===== src/lin_uart_params.svh =====
`ifndef LIN_UART_PARAMS_SVH
`define LIN_UART_PARAMS_SVH
`define ADDR_STATUS 8'h40
`define ADDR_DATA 8'h41
`define ADDR_BAUD 8'h42
`define ADDR_CTRL1 8'h43
`define ADDR_CTRL2 8'h44
`define ADDR_CTRL3 8'h45
`define ADDR_RXDIV 8'h46
`define ADDR_TXDIV 8'h47
`define STATUS_RESET 8'hc0
`define CTRL1_WORD9 4
`define CTRL1_NINTH 6
`define CTRL1_PARITY 2
`define CTRL2_COMPLETE_IRQ_ENABLE 6
`define CTRL2_TE 3
`define CTRL2_RE 2
`define CTRL2_SBK 0
`define CTRL3_LINE 6
`define CTRL3_SLAVE 5
`define CTRL3_RESYNC 4
`define CTRL3_HDSEL 3
`define CTRL3_HIE 2
`define CTRL3_HFOUND 1
`define OVERSAMPLE 8'h10
`define PREAMBLE_8 4'ha
`define PREAMBLE_9 4'hb
`endif


===== src/lin_uart_pkg.sv =====
`default_nettype none
package lin_uart_pkg;
    typedef enum logic [2:0] {TX_IDLE, TX_PREAMBLE, TX_SHIFT, TX_BREAK, TX_MARK} tx_state_t;
    typedef enum logic [2:0] {RX_IDLE, RX_DATA, RX_STOP} rx_state_t;
    typedef enum logic [1:0] {HDR_WAIT, HDR_SYNC, HDR_ID} hdr_state_t;
    typedef struct packed {
        logic [7:0] addr;
        logic [7:0] wdata;
        logic wr;
        logic rd;
    } bus_req_t;
endpackage
`default_nettype wire

===== src/lin_uart_break_header_rx.sv =====
// Overview of operation
// - status read then data write clears flags
// - send break loads break character
// - breaks repeat, then one mark bit
// - enabling transmitter sends idle preamble first
// - re-enable mid-word sends preamble after word
// - toggling enable discards held byte
// - nonzero rx prescaler divides sixteenth rate
// - nonzero tx prescaler divides bit rate
// - lin slave disables baud generators
// - header select: break or identifier
// - break mode: zero data, flags set
// - header irq needs enable and cpu mask
// - resync measures synch, else break mode receives it
// - framing error except break in slave
// - id mode flags after whole header
// - synch measurement suspends data transfer
// - lin slave with check enables parity
// - second character after break is identifier
// - word length bit, ninth bit source
// - complete flag after stop, with irq
`timescale 1ns/1ps
`default_nettype none
`include "lin_uart_params.svh"
module lin_uart_break_header_rx (
    input wire logic clk_in,
    input wire logic srst_in,
    input wire logic [7:0] addr_in,
    input wire logic [7:0] wdata_in,
    input wire logic wr_in,
    input wire logic rd_in,
    input wire logic [1:0] cpu_mask_in,
    input wire logic rxd_in,
    output logic [7:0] rdata_out,
    output logic txd_out,
    output logic irq_out
);
    lin_uart_pkg::bus_req_t req;
    assign req = '{addr: addr_in, wdata: wdata_in, wr: wr_in, rd: rd_in};

    logic [7:0] baud_r, ctrl1_r, ctrl2_r, ctrl3_r, rxdiv_r, txdiv_r;
    logic [7:0] rx_data_r, tx_hold_r;
    logic tx_empty_r, tx_done_r, rx_full_r, frame_err_r, par_err_r;
    logic status_seen_r, hold_valid_r;
    logic word9, lin_slave;
    assign word9 = ctrl1_r[`CTRL1_WORD9];
    assign lin_slave = ctrl3_r[`CTRL3_LINE] & ctrl3_r[`CTRL3_SLAVE];

    // baud ticks: 16x tick from baud register prescale, then extended divider
    logic [7:0] pre_r, os_r, txe_r, rxe_r;
    logic tick16, tx_bit_tick, rx_tick16;
    assign tick16 = (pre_r == 8'h00) && !lin_slave;
    always_ff @(posedge clk_in) begin
        if (srst_in || lin_slave || pre_r == 8'h00) begin
            pre_r <= {5'h00, baud_r[2:0]};
        end else begin
            pre_r <= pre_r - 8'h01;
        end
    end
    always_ff @(posedge clk_in) begin
        if (srst_in) begin
            os_r <= 8'h00;
        end else if (tick16) begin
            os_r <= (os_r == `OVERSAMPLE - 8'h01) ? 8'h00 : os_r + 8'h01;
        end
    end
    logic base_bit;
    assign base_bit = tick16 && (os_r == `OVERSAMPLE - 8'h01);
    always_ff @(posedge clk_in) begin
        if (srst_in || txdiv_r == 8'h00) begin
            txe_r <= 8'h00;
        end else if (base_bit) begin
            txe_r <= (txe_r >= txdiv_r - 8'h01) ? 8'h00 : txe_r + 8'h01;
        end
    end
    assign tx_bit_tick = base_bit && (txdiv_r == 8'h00 || txe_r >= txdiv_r - 8'h01);
    always_ff @(posedge clk_in) begin
        if (srst_in || rxdiv_r == 8'h00) begin
            rxe_r <= 8'h00;
        end else if (tick16) begin
            rxe_r <= (rxe_r >= rxdiv_r - 8'h01) ? 8'h00 : rxe_r + 8'h01;
        end
    end
    assign rx_tick16 = tick16 && (rxdiv_r == 8'h00 || rxe_r >= rxdiv_r - 8'h01);

    // register writes
    logic wr_data, rd_status, te_rise;
    assign wr_data = req.wr && req.addr == `ADDR_DATA;
    assign rd_status = req.rd && req.addr == `ADDR_STATUS;
    assign te_rise = req.wr && req.addr == `ADDR_CTRL2 && req.wdata[`CTRL2_TE] && !ctrl2_r[`CTRL2_TE];
    always_ff @(posedge clk_in) begin
        if (srst_in) begin
            baud_r <= 8'h00;
            ctrl1_r <= 8'h00;
            ctrl2_r <= 8'h00;
            rxdiv_r <= 8'h00;
            txdiv_r <= 8'h00;
        end else if (req.wr) begin
            unique case (req.addr)
                `ADDR_BAUD: baud_r <= req.wdata;
                `ADDR_CTRL1: ctrl1_r <= {1'b0, req.wdata[6:0]};
                `ADDR_CTRL2: ctrl2_r <= req.wdata;
                `ADDR_RXDIV: rxdiv_r <= req.wdata;
                `ADDR_TXDIV: txdiv_r <= req.wdata;
                default: ;
            endcase
        end
    end

    // transmitter
    lin_uart_pkg::tx_state_t tx_st_r;
    logic [9:0] tx_sh_r;
    logic [3:0] tx_cnt_r;
    logic preamble_pend_r, tx_word_end;
    logic [3:0] frame_len;
    assign frame_len = word9 ? 4'hb : 4'ha;
    always_ff @(posedge clk_in) begin
        if (srst_in) begin
            preamble_pend_r <= 1'b0;
        end else if (te_rise) begin
            preamble_pend_r <= 1'b1;
        end else if (tx_st_r == lin_uart_pkg::TX_PREAMBLE) begin
            preamble_pend_r <= 1'b0;
        end
    end
    assign tx_word_end = tx_bit_tick && tx_cnt_r == 4'h1;
    always_ff @(posedge clk_in) begin
        if (srst_in) begin
            tx_st_r <= lin_uart_pkg::TX_IDLE;
            tx_sh_r <= 10'h3ff;
            tx_cnt_r <= 4'h0;
            txd_out <= 1'b1;
        end else if (!ctrl2_r[`CTRL2_TE] && tx_st_r == lin_uart_pkg::TX_IDLE) begin
            txd_out <= 1'b1;
        end else begin
            unique case (tx_st_r)
                lin_uart_pkg::TX_IDLE: begin
                    txd_out <= 1'b1;
                    if (preamble_pend_r) begin
                        tx_st_r <= lin_uart_pkg::TX_PREAMBLE;
                        tx_cnt_r <= word9 ? `PREAMBLE_9 : `PREAMBLE_8;
                    end else if (ctrl2_r[`CTRL2_SBK]) begin
                        tx_st_r <= lin_uart_pkg::TX_BREAK;
                        tx_cnt_r <= frame_len;
                    end else if (hold_valid_r) begin
                        tx_st_r <= lin_uart_pkg::TX_SHIFT;
                        tx_sh_r <= {ctrl1_r[`CTRL1_NINTH], tx_hold_r, 1'b0};
                        tx_cnt_r <= frame_len + 4'h1;
                    end
                end
                lin_uart_pkg::TX_PREAMBLE: begin
                    txd_out <= 1'b1;
                    if (tx_word_end) tx_st_r <= lin_uart_pkg::TX_IDLE;
                    else if (tx_bit_tick) tx_cnt_r <= tx_cnt_r - 4'h1;
                end
                lin_uart_pkg::TX_SHIFT: begin
                    if (tx_bit_tick) begin
                        txd_out <= (tx_cnt_r <= 4'h2) ? 1'b1 : tx_sh_r[0];
                        tx_sh_r <= {1'b1, tx_sh_r[9:1]};
                        tx_cnt_r <= tx_cnt_r - 4'h1;
                        if (tx_cnt_r == 4'h1) tx_st_r <= lin_uart_pkg::TX_IDLE;
                    end
                end
                lin_uart_pkg::TX_BREAK: begin
                    if (tx_bit_tick) begin
                        txd_out <= 1'b0;
                        tx_cnt_r <= tx_cnt_r - 4'h1;
                        if (tx_cnt_r == 4'h1) begin
                            tx_st_r <= ctrl2_r[`CTRL2_SBK] ? lin_uart_pkg::TX_BREAK
                                                            : lin_uart_pkg::TX_MARK;
                            tx_cnt_r <= ctrl2_r[`CTRL2_SBK] ? frame_len : 4'h1;
                        end
                    end
                end
                lin_uart_pkg::TX_MARK: begin
                    if (tx_bit_tick) begin
                        txd_out <= 1'b1;
                        tx_st_r <= lin_uart_pkg::TX_IDLE;
                    end
                end
                default: tx_st_r <= lin_uart_pkg::TX_IDLE;
            endcase
        end
    end

    // holding buffer and transmit flags
    logic tx_load;
    assign tx_load = tx_st_r == lin_uart_pkg::TX_IDLE && ctrl2_r[`CTRL2_TE] && !preamble_pend_r
                     && !ctrl2_r[`CTRL2_SBK] && hold_valid_r;
    always_ff @(posedge clk_in) begin
        if (srst_in) begin
            status_seen_r <= 1'b0;
        end else if (rd_status) begin
            status_seen_r <= 1'b1;
        end else if (wr_data) begin
            status_seen_r <= 1'b0;
        end
    end
    always_ff @(posedge clk_in) begin
        if (srst_in) begin
            hold_valid_r <= 1'b0;
            tx_hold_r <= 8'h00;
        end else if (te_rise || (req.wr && req.addr == `ADDR_CTRL2 && !req.wdata[`CTRL2_TE])) begin
            hold_valid_r <= 1'b0;
        end else if (wr_data) begin
            hold_valid_r <= 1'b1;
            tx_hold_r <= req.wdata;
        end else if (tx_load) begin
            hold_valid_r <= 1'b0;
        end
    end
    always_ff @(posedge clk_in) begin
        if (srst_in) begin
            tx_empty_r <= 1'b1;
        end else if (tx_load || !hold_valid_r && !wr_data) begin
            tx_empty_r <= 1'b1;
        end else if (wr_data && status_seen_r) begin
            tx_empty_r <= 1'b0;
        end
    end
    logic tx_frame_done;
    assign tx_frame_done = tx_st_r == lin_uart_pkg::TX_SHIFT && tx_word_end;
    always_ff @(posedge clk_in) begin
        if (srst_in) begin
            tx_done_r <= 1'b1;
        end else if (tx_frame_done) begin
            tx_done_r <= 1'b1;
        end else if (wr_data && status_seen_r) begin
            tx_done_r <= 1'b0;
        end
    end

    // receiver
    lin_uart_pkg::rx_state_t rx_st_r;
    lin_uart_pkg::hdr_state_t hdr_r;
    logic [3:0] rx_os_r, rx_bits_r;
    logic [8:0] rx_sh_r;
    logic rx_done, rx_stop_ok, rx_is_break;
    logic [8:0] rx_word;
    always_ff @(posedge clk_in) begin
        if (srst_in || !ctrl2_r[`CTRL2_RE]) begin
            rx_st_r <= lin_uart_pkg::RX_IDLE;
            rx_os_r <= 4'h0;
            rx_bits_r <= 4'h0;
            rx_sh_r <= 9'h000;
        end else if (rx_tick16) begin
            unique case (rx_st_r)
                lin_uart_pkg::RX_IDLE: begin
                    if (!rxd_in && rx_os_r != 4'hf) begin
                        rx_os_r <= rx_os_r + 4'h1;
                        if (rx_os_r == 4'h7) begin
                            rx_st_r <= lin_uart_pkg::RX_DATA;
                            rx_os_r <= 4'h0;
                            rx_bits_r <= word9 ? 4'h9 : 4'h8;
                        end
                    end else if (rxd_in) begin
                        rx_os_r <= 4'h0;
                    end
                end
                lin_uart_pkg::RX_DATA: begin
                    rx_os_r <= rx_os_r + 4'h1;
                    if (rx_os_r == 4'hf) begin
                        rx_sh_r <= word9 ? {rxd_in, rx_sh_r[8:1]} : {1'b0, rxd_in, rx_sh_r[7:1]};
                        rx_bits_r <= rx_bits_r - 4'h1;
                        if (rx_bits_r == 4'h1) rx_st_r <= lin_uart_pkg::RX_STOP;
                    end
                end
                lin_uart_pkg::RX_STOP: begin
                    rx_os_r <= (rx_os_r == 4'hf && !rxd_in) ? 4'hf : rx_os_r + 4'h1; // wait for line high
                    if (rx_os_r == 4'hf) rx_st_r <= lin_uart_pkg::RX_IDLE;
                end
                default: rx_st_r <= lin_uart_pkg::RX_IDLE;
            endcase
        end
    end
    assign rx_done = rx_tick16 && rx_st_r == lin_uart_pkg::RX_STOP && rx_os_r == 4'hf;
    assign rx_stop_ok = rxd_in;
    assign rx_word = rx_sh_r;
    assign rx_is_break = !rx_stop_ok && rx_word == 9'h000;

    // lin header tracking
    logic lin_on, id_char, hdr_evt, store_char, resync;
    logic [7:0] id_val;
    logic p0, p1, par_bad;
    assign lin_on = ctrl3_r[`CTRL3_LINE];
    assign resync = ctrl3_r[`CTRL3_RESYNC];
    assign id_char = rx_done && hdr_r == lin_uart_pkg::HDR_ID && !rx_is_break;
    assign id_val = word9 ? rx_word[7:0] : {rx_word[7:6], rx_word[5:0]};
    assign p0 = id_val[0] ^ id_val[1] ^ id_val[2] ^ id_val[4];
    assign p1 = ~(id_val[1] ^ id_val[3] ^ id_val[4] ^ id_val[5]);
    assign par_bad = word9 ? (p0 != rx_word[7] || p1 != rx_word[8])
                           : (p0 != rx_word[6] || p1 != rx_word[7]);
    always_ff @(posedge clk_in) begin
        if (srst_in || !lin_on) begin
            hdr_r <= lin_uart_pkg::HDR_WAIT;
        end else if (rx_done) begin
            if (rx_is_break) hdr_r <= lin_uart_pkg::HDR_SYNC;
            else if (hdr_r == lin_uart_pkg::HDR_SYNC) hdr_r <= lin_uart_pkg::HDR_ID;
            else hdr_r <= lin_uart_pkg::HDR_WAIT;
        end
    end
    always_comb begin
        hdr_evt = 1'b0;
        store_char = 1'b0;
        if (rx_done) begin
            if (!lin_on) begin
                store_char = 1'b1;
            end else if (rx_is_break) begin
                hdr_evt = !ctrl3_r[`CTRL3_HDSEL];
                store_char = !ctrl3_r[`CTRL3_HDSEL];
            end else if (hdr_r == lin_uart_pkg::HDR_SYNC) begin
                store_char = !resync && !ctrl3_r[`CTRL3_HDSEL];
            end else if (id_char) begin
                hdr_evt = ctrl3_r[`CTRL3_HDSEL];
                store_char = 1'b1;
            end else begin
                store_char = 1'b1;
            end
        end
    end
    always_ff @(posedge clk_in) begin
        if (srst_in) begin
            rx_data_r <= 8'h00;
        end else if (store_char) begin
            rx_data_r <= rx_word[7:0];
        end
    end
    logic rd_data;
    assign rd_data = req.rd && req.addr == `ADDR_DATA;
    always_ff @(posedge clk_in) begin
        if (srst_in) begin
            rx_full_r <= 1'b0;
        end else if (store_char) begin
            rx_full_r <= 1'b1;
        end else if (rd_data && status_seen_r) begin
            rx_full_r <= 1'b0;
        end
    end
    always_ff @(posedge clk_in) begin
        if (srst_in) begin
            frame_err_r <= 1'b0;
        end else if (rx_done && !rx_stop_ok && !(lin_slave && rx_is_break)) begin
            frame_err_r <= 1'b1;
        end else if (rd_data && status_seen_r) begin
            frame_err_r <= 1'b0;
        end
    end
    always_ff @(posedge clk_in) begin
        if (srst_in) begin
            par_err_r <= 1'b0;
        end else if (id_char && lin_slave && ctrl1_r[`CTRL1_PARITY] && par_bad) begin
            par_err_r <= 1'b1;
        end else if (rd_data && status_seen_r) begin
            par_err_r <= 1'b0;
        end
    end
    always_ff @(posedge clk_in) begin
        if (srst_in) begin
            ctrl3_r <= 8'h00;
        end else begin
            if (req.wr && req.addr == `ADDR_CTRL3) begin
                ctrl3_r <= {req.wdata[7:2], ctrl3_r[1] & req.wdata[1], req.wdata[0]};
            end
            if (hdr_evt) ctrl3_r[`CTRL3_HFOUND] <= 1'b1;
        end
    end

    // read data and interrupt
    always_ff @(posedge clk_in) begin
        if (srst_in) begin
            rdata_out <= 8'h00;
        end else if (req.rd) begin
            unique case (req.addr)
                `ADDR_STATUS: rdata_out <= {tx_empty_r, tx_done_r, rx_full_r, 3'b000, frame_err_r, par_err_r};
                `ADDR_DATA: rdata_out <= rx_data_r;
                `ADDR_BAUD: rdata_out <= baud_r;
                `ADDR_CTRL1: rdata_out <= ctrl1_r;
                `ADDR_CTRL2: rdata_out <= ctrl2_r;
                `ADDR_CTRL3: rdata_out <= ctrl3_r;
                `ADDR_RXDIV: rdata_out <= rxdiv_r;
                `ADDR_TXDIV: rdata_out <= txdiv_r;
                default: rdata_out <= 8'h00;
            endcase
        end else begin
            rdata_out <= 8'h00;
        end
    end
    always_ff @(posedge clk_in) begin
        if (srst_in) begin
            irq_out <= 1'b0;
        end else begin
            irq_out <= (cpu_mask_in == 2'b00)
                && ((ctrl3_r[`CTRL3_HIE] && ctrl3_r[`CTRL3_HFOUND])
                    || (ctrl2_r[`CTRL2_COMPLETE_IRQ_ENABLE] && tx_done_r));
        end
    end
endmodule
`default_nettype wire


===== config.mk =====
export PLATFORM = sky130hd
export DESIGN_NAME = lin_uart_break_header_rx
export DESIGN_NICKNAME = d
export VERILOG_FILES = /design/src/lin_uart_pkg.sv /design/src/lin_uart_break_header_rx.sv
export VERILOG_INCLUDE_DIRS = /design/src
export SDC_FILE = /design/constraint.sdc
export NUM_CORES = 1
export LEC_CHECK = 0
export BUFFER_PORTS_ARGS = -buffer_cell sky130_fd_sc_hd__buf_2
export CAP_MARGIN = 30
export CORE_MARGIN = 5
export CORE_UTILIZATION = 40
export DETAILED_ROUTE_END_ITERATION = 8
export PLACE_DENSITY = 0.66
export SYNTH_ARGS = -nofsm -noshare
export SYNTH_HDL_FRONTEND = slang
export SYNTH_SLANG_ARGS = --single-unit

===== constraint.sdc =====
create_clock -name clk_in -period 2.95 [get_ports clk_in]
set_input_delay 0.295 -clock clk_in [delete_from_list [all_inputs] [get_ports clk_in]]
set_output_delay 0.295 -clock clk_in [all_outputs]
set_load 0.03 [all_outputs]

==> results of run 1 <==
-- cells by family after synthesis --
| family | count (synthesis) | synth area share (%) |
|---|---|---|
| fa+ha+maj | 36 | 5.97 |
| compound gates | 129 | 11.3 |
| flops | 151 | 40.1 |
| buf+inv | 65 | 3.38 |
| simple gates | 337 | 20.9 |
| xor+xnor | 39 | 4.53 |
| mux | 96 | 13.8 |
-- worst min-delay path by stage --
stage	startpoint	end	slack, ps	cells past startpoint
final	cpu_mask_in[1]	irq_out$_SDFF_PP0_	30	2
after CTS	cpu_mask_in[1]	irq_out$_SDFF_PP0_	10	2
after floorplan	cpu_mask_in[1]	irq_out$_SDFF_PP0_	370	1
after global placement	rx_full_r$_SDFFE_PP0P_	rx_full_r$_SDFFE_PP0P_	440	2
after detailed placement	frame_err_r$_SDFFE_PP0P_	frame_err_r$_SDFFE_PP0P_	460	2
after global routing	cpu_mask_in[0]	irq_out$_SDFF_PP0_	20	2
-- worst register-to-register path: stages (launching register included) --
cell	delay (ps)
dfxtp_2	320
inv_2	80
ha_4	130
inv_1	40
or3_1	320
xor2_1	160
ha_1	270
nand4_1	110
o31ai_2	300
buf_4	190
o21a_1	160
and3_4	230
buf_12	130
mux2i_2	200
nor2_1	50
-- area by class of cell --
class | count | share of cell area (%)
inverters | 23 | 0.969
clock buffers | 18 | 4.93
repair buffers | 65 | 5.10
clock inverters | 14 | 2.49
multi-input cells | 637 | 49.2
flip-flops and latches | 151 | 34.0
well taps | 234 | 3.29
-- what timing repair did --
action	CTS	global route
buffers inserted	0	3
gates resized for setup	1	26
pin swaps	0	3
gates cloned	0	1
setup endpoints to repair	5	38
-- per-stage QoR --
stage	hold WS (ps)	TNS, ps	total power, mW
3_3_place_gp	442	0	2.69
3_5_place_dp	458	-96.4	2.69
4_1_cts	10.4	0	5.11
5_1_grt	21.9	-395	5.30
2_1_floorplan	372	0	2.57
6_report	30.7	0	5.08
-- power by group through the flow --
stage,Sequential (mW),Combinational (mW),Clock [mW]
after floorplan,2.18,0.392,0
after global placement,2.19,0.498,0
after detailed placement,2.19,0.502,0
after CTS,2.15,0.511,2.46
after global routing,2.16,0.594,2.55
final,2.15,0.528,2.41
-- layer usage --
| layer | wire length [um] | GRT usage [%] |
|---|---|---|
| met1 | 8580 | 22.8 |
| met2 | 8470 | 26.5 |
| met3 | 733 | 3.70 |
| met4 | 172 | 4.24 |
| met5 | 0 | 0 |
-- cells in the mapped netlist, types with 3 or more instances --
| library cell | instances |
|---|---|
| o21a_1 | 6 |
| a21oi_1 | 40 |
| inv_1 | 23 |
| nand3_1 | 16 |
| nor2b_1 | 8 |
| mux2_2 | 7 |
| o221ai_1 | 3 |
| xnor2_1 | 16 |
| ha_1 | 36 |
| buf_1 | 5 |
| nor3b_1 | 3 |
| nand2_1 | 58 |
| nand2b_1 | 11 |
| o31ai_1 | 4 |
| nand4_1 | 10 |
| nor4_1 | 6 |
| xor2_1 | 23 |
| o21ai_0 | 28 |
| a22oi_1 | 7 |
| o211a_1 | 3 |
| or2_2 | 4 |
| nor2_1 | 158 |
| o211ai_1 | 5 |
| a211oi_1 | 9 |
| and3_1 | 16 |
| or3_1 | 10 |
| mux4_2 | 6 |
| dfxtp_1 | 151 |
| and4_1 | 4 |
| or3b_2 | 3 |
| buf_2 | 3 |
| mux2i_1 | 83 |
| clkbuf_1 | 32 |
| nor3_1 | 19 |
==> results by group, run 1 <==
Yosys
  • Post-Synthesis Cells: 853
  • Synth unique cells: 63
  • Area share of the largest cell type after synthesis: 40.1%
  • Number of flops mapped to enable cells by yosys: 0
  • Syn Area/Cell: 8.85 sq um
  • Synthesized area: about 7500 sq um
  • Synth Net Count: 912
  • Synth area leader: dfxtp_1
  • YS warnings: 0
  • Seq/Total Area, Yosys: 40.1%
  • Commonest register cell after synthesis: dfxtp_1
  • Register bit total from synthesis: 151
  • Ys async rst share: 0%
  • Largest cells by area after synthesis: dfxtp_1, mux2i_1, nor2_1

CTS
  • Root Buffer: clkbuf_16
  • Clk slew on worst S/H paths: 60 ps
  • CTS tree: done
  • Clock sink count: 151
  • H-tree depth: 4
  • Clock Latency Late Sink: 420 ps
  • # hold bufs at CTS: 0
  • CTS Buf Count: 17
  • Clock Tree Buf Depth: 2

Pwr
  • Combinational Power Share: 10.4%
  • Static Leakage: 3.44 nW
  • Clock share of power: 47.4%
  • Peak VDD IR: roughly 0.40 mV
  • Pwr dens: 571 nW/um^2
  • Register share of total power: 42.2%
  • Sw Ratio: 24.5%
  • Psw: around 1.2 mW
  • Internal power: 3.84 mW

GRT
  • Total grt overflow: 0
  • Vias in the first global route: slightly below 6000
  • Total global-route track usage: between 15 and 20%
  • Initial antenna violation count: 0
  • Largest net degree at the start of global routing: 86
  • First-pass GRT wire length: 29500 um

Setup path
  • CP peak stage delay: 320 ps
  • Worst Path Arrival: 3110 ps
  • CP startpoint kind: register
  • Slowest library cell on the worst path: dfxtp_2
  • CP Depth: 14
  • Top delay family on crit path: simple AND/OR/NAND/NOR gates
  • Data required, critical path: 3230 ps
  • Crit path kind: register to register
  • Crit path from: rxdiv_r[1]$_SDFFE_PP0P_
  • Worst Setup End Kind: register
  • Crit-path max FO: 6
  • Crit-path cells: inv_2 -> ha_4 -> inv_1 -> or3_1 -> xor2_1 -> ha_1 -> nand4_1 -> o31ai_2 -> buf_4 -> o21a_1 -> and3_4 -> buf_12 -> mux2i_2 -> nor2_1
  • Worst R2R End: rx_sh_r[1]$_SDFFE_PP0P_
  • Sum of buffers and inverters on the critical path: 4
  • Reg2reg start: rxdiv_r[1]$_SDFFE_PP0P_
  • Worst R2R Setup Slack: 120 ps
  • Critical Path Sink: rx_sh_r[1]$_SDFFE_PP0P_
  • Reg2reg path depth: 14

Layout
  • Multi-input logic area: 4390 sq um
  • Layout area overhead: 18.0%
  • Largest register FFs: 10
  • Layout cell share with drive strength beyond 1: 15.7%
  • Commonest non-fill, non-tap cell in the layout: nor2_1
  • Fin cells: between 1000 and 1500
  • # diodes: 0
  • Post-layout nets: 954
  • Post-layout util: 47.8%
  • Commonest non-fill, non-tap cells in the layout: nor2_1, dfxtp_1, mux2i_1
  • Top reg by flops: tx_sh_r
  • Register area: 3030 sq um
  • Final Cell Area: ~8900 sq um
  • Top flop regs: tx_sh_r: 10 flops, rx_sh_r: 9 flops
  • Layout filler cell count: 1767

Detailed routing
  • WL/cell: 15.7 um
  • Total Wirelength: ~18000 um
  • Antenna Nets Post-Route: 0
  • Routed via count: 6111
  • Vias per inst: 5.35
  • Initial drt markers: 322
  • TritonRoute pass-1 iters: 5
  • Post-route DRC: 0

STA
  • Slew @ Worst Pin: 944 ps
  • Slew HR: between 30% and 40%
  • Final max-slew violation count: 0
  • Setup ws final: between 100 and 150 ps
  • Final Hold Viols: 0
  • Period utilization: 95.9%
  • Finish-stage setup viols: 0
  • RSZ-0062 raised after global routing: true
  • FMAX: between 300 and 400 MHz
  • Post-route minimum period: 2830 ps
  • Final worst clock skew: 7.12 ps

Floorplan
  • Core area: roughly 19000 sq um
  • Die Y: 147 um
  • Io pins: 33
  • Initial cell density of the core: 40.5%
  • Full die area: 21700 sq um
  • # rows: 50
  • Die W: 147 um

Placement
  • Placer congestion estimate: approximately 0.81
  • Setup Slack @ Placement: -32.6 ps
  • Dpl hpwl: 12300 um
  • PortBufs: 32
  • Cell count after placement: 1106
  • Dpl cell area: between 8000 and 9000 sq um

Job
  • Max cap viols: 0

Outcome
  • Status: finished, final reports clean

Min path
  • Hold WC Path Type: input port to register
Power figures use the tool's default switching activity.
==> inputs of run 2 (changes only) <==
CTS_CLUSTER_DIAMETER = 40   (was not set)
PLACE_DENSITY = not set   (was 0.66)
PLACE_DENSITY_LB_ADDON = 0.3   (was not set)
RECOVER_POWER = 50   (was not set)
==> run 2 against run 1 <==
Sequential power about the same. Highest routed layer unchanged. Worst setup slack got worse by 27 ps. Design area decreased by 1.2%. Non-clock buffer count decreased by 4. Routed wire length increased by 0.55%.
==> results by group, run 2 (synthesis gave the netlist of run 1 again) <==
Pwr
  • Register share of total power: 43.5%
  • Internal power: 3.61 mW
  • Combinational Power Share: 11.2%
  • Psw: around 1.3 mW
  • Peak VDD IR: ~0.38 mV
  • Sw Ratio: 26.8%
  • Static Leakage: 3.40 nW
  • Pwr dens: between 500 and 600 nW/um^2
  • Clock share of power: 45.3%

Placement
  • Dpl hpwl: 12400 um
  • PortBufs: 32
  • Placer congestion estimate: 0.824
  • Setup Slack @ Placement: 20.8 ps
  • Cell count after placement: approximately 1100

STA
  • Post-route minimum period: 2860 ps
  • WHS: about 27 ps
  • Finish-stage setup viols: 0
  • Setup_tns: 0 ps
  • Slew HR: around two fifths
  • FMAX: 350 MHz
  • Final Hold Viols: 0
  • Slew @ Worst Pin: 904 ps
  • Final max-slew violation count: 0
  • RSZ-0062 raised after global routing: true
  • Final worst clock skew: roughly 6.4 ps
  • Setup ws final: between 90 and 100 ps
  • Period utilization: 96.8%

Setup path
  • Crit path kind: register to register
  • Reg2reg start: rxdiv_r[4]$_SDFFE_PP0P_
  • Worst Setup End Kind: register
  • Crit-path max FO: 6
  • Reg2reg path depth: 12
  • Worst Path Arrival: 3140 ps
  • Data required, critical path: 3240 ps
  • Crit path from: rxdiv_r[4]$_SDFFE_PP0P_
  • CP startpoint kind: register

Detailed routing
  • WL/cell: 15.8 um
  • Routed via count: 6032
  • Antenna Nets Post-Route: 0
  • Vias per inst: around 5.3
  • TritonRoute pass-1 iters: 5
  • Total Wirelength: 18000 um
  • Post-route DRC: 0
  • Initial drt markers: 336

GRT
  • Vias in the first global route: 5676
  • Total grt overflow: 0
  • Initial antenna violation count: 0
  • Total global-route track usage: between 10% and 20%
  • Largest net degree at the start of global routing: 86
  • First-pass GRT wire length: 29500 um

Min path
  • Worst Hold Depth: 2
  • Hold WC Path Type: input port to register
  • Startpoint of the worst hold path: cpu_mask_in[0]

Layout
  • Fin cells: between 1000 and 1500
  • Post-layout util: a little under half
  • Register area: ~3000 sq um
  • Layout cell share with drive strength beyond 1: 15.1%
  • Multi-input logic area: 4390 sq um
  • Top flop regs: tx_sh_r: 10 flops, rx_sh_r: 9 flops
  • Layout area overhead: 16.6%
  • Post-layout nets: 951
  • Top reg by flops: tx_sh_r
  • # diodes: 0
  • Largest register FFs: 10
  • Commonest non-fill, non-tap cell in the layout: nor2_1
  • Layout filler cell count: 1771
  • Commonest non-fill, non-tap cells in the layout: nor2_1, dfxtp_1, mux2i_1

CTS
  • Clk slew on worst S/H paths: 70 ps
  • CTS tree: done
  • # hold bufs at CTS: 0
  • CTS Buf Count: 17
  • Clock sink count: 151
  • H-tree depth: 4
  • Clock Latency Late Sink: 420 ps
  • Clock Tree Buf Depth: 2
  • Root Buffer: clkbuf_16

Floorplan
  • Io pins: 33
  • Initial cell density of the core: 40.5%
  • Core area: 18600 sq um
  • Full die area: 21700 sq um
  • # rows: 50
  • Die Y: 147 um
  • Die W: 147 um

Outcome
  • Status: finished, final reports clean

Job
  • Max cap viols: 0
## run 2: power by group through the flow
stage	Combinational [mW]	Clock, mW	Sequential, mW
after floorplan	0.392	0	2.18
after global placement	0.497	0	2.19
after detailed placement	0.504	0	2.19
after CTS	0.510	2.28	2.15
after global routing	0.615	2.36	2.15
final	0.551	2.23	2.14
## run 2: path summary, 6_finish.rpt
| path | to | slack [ps] |
|---|---|---|
| max | rx_sh_r[5]$_SDFFE_PP0P_ | 90 |
| min | irq_out$_SDFF_PP0_ | 30 |
| max reg2reg | rx_sh_r[5]$_SDFFE_PP0P_ | 90 |
| min reg2reg | rx_full_r$_SDFFE_PP0P_ | 460 |
## run 2: area by class of cell
type                       count  share of cell area (%)
multi-input combinational    638                    49.9
sequential                   151                    34.4
clock buffer                  18                    4.99
timing repair buffer          61                    4.48
tap                          234                    3.33
clock inverter                14                    1.86
inverter                      23                   0.981
## run 2: worst max-delay path, cell delays in order, from the launching register on
cell and delay, ps:
dfxtp_2 330, nor3_4 210, nand2b_1 120, nor4_2 330, xnor2_1 120, ha_1 320
nand4_1 100, o31ai_2 270, buf_4 180, o21a_1 190, and3_4 280, mux2i_1 210
nor2_1 50
## run 2: what timing repair did
action	CTS	global route
pin swaps	0	10
setup buffers	0	2
gates resized for setup	1	24
endpoints found under the setup margin	2	42
cloned	0	1
## run 2: metal layers
metal  global-route usage (%)  vias up  wire, um
li1                         -     3077         -
met1                     22.9     2855      8580
met2                     27.0       89      8600
met3                     3.52       11       673
met4                     4.47        0       195
met5                        0        -         0
## run 2: metrics by stage
step / power [mW] / instance area (sq um)
finish: 4.93 / 8800
global route: 5.13 / 8800
CTS: 4.93 / 8680
detailed placement: 2.70 / 8070
global placement: 2.69 / 8070
floorplan: 2.57 / 7550
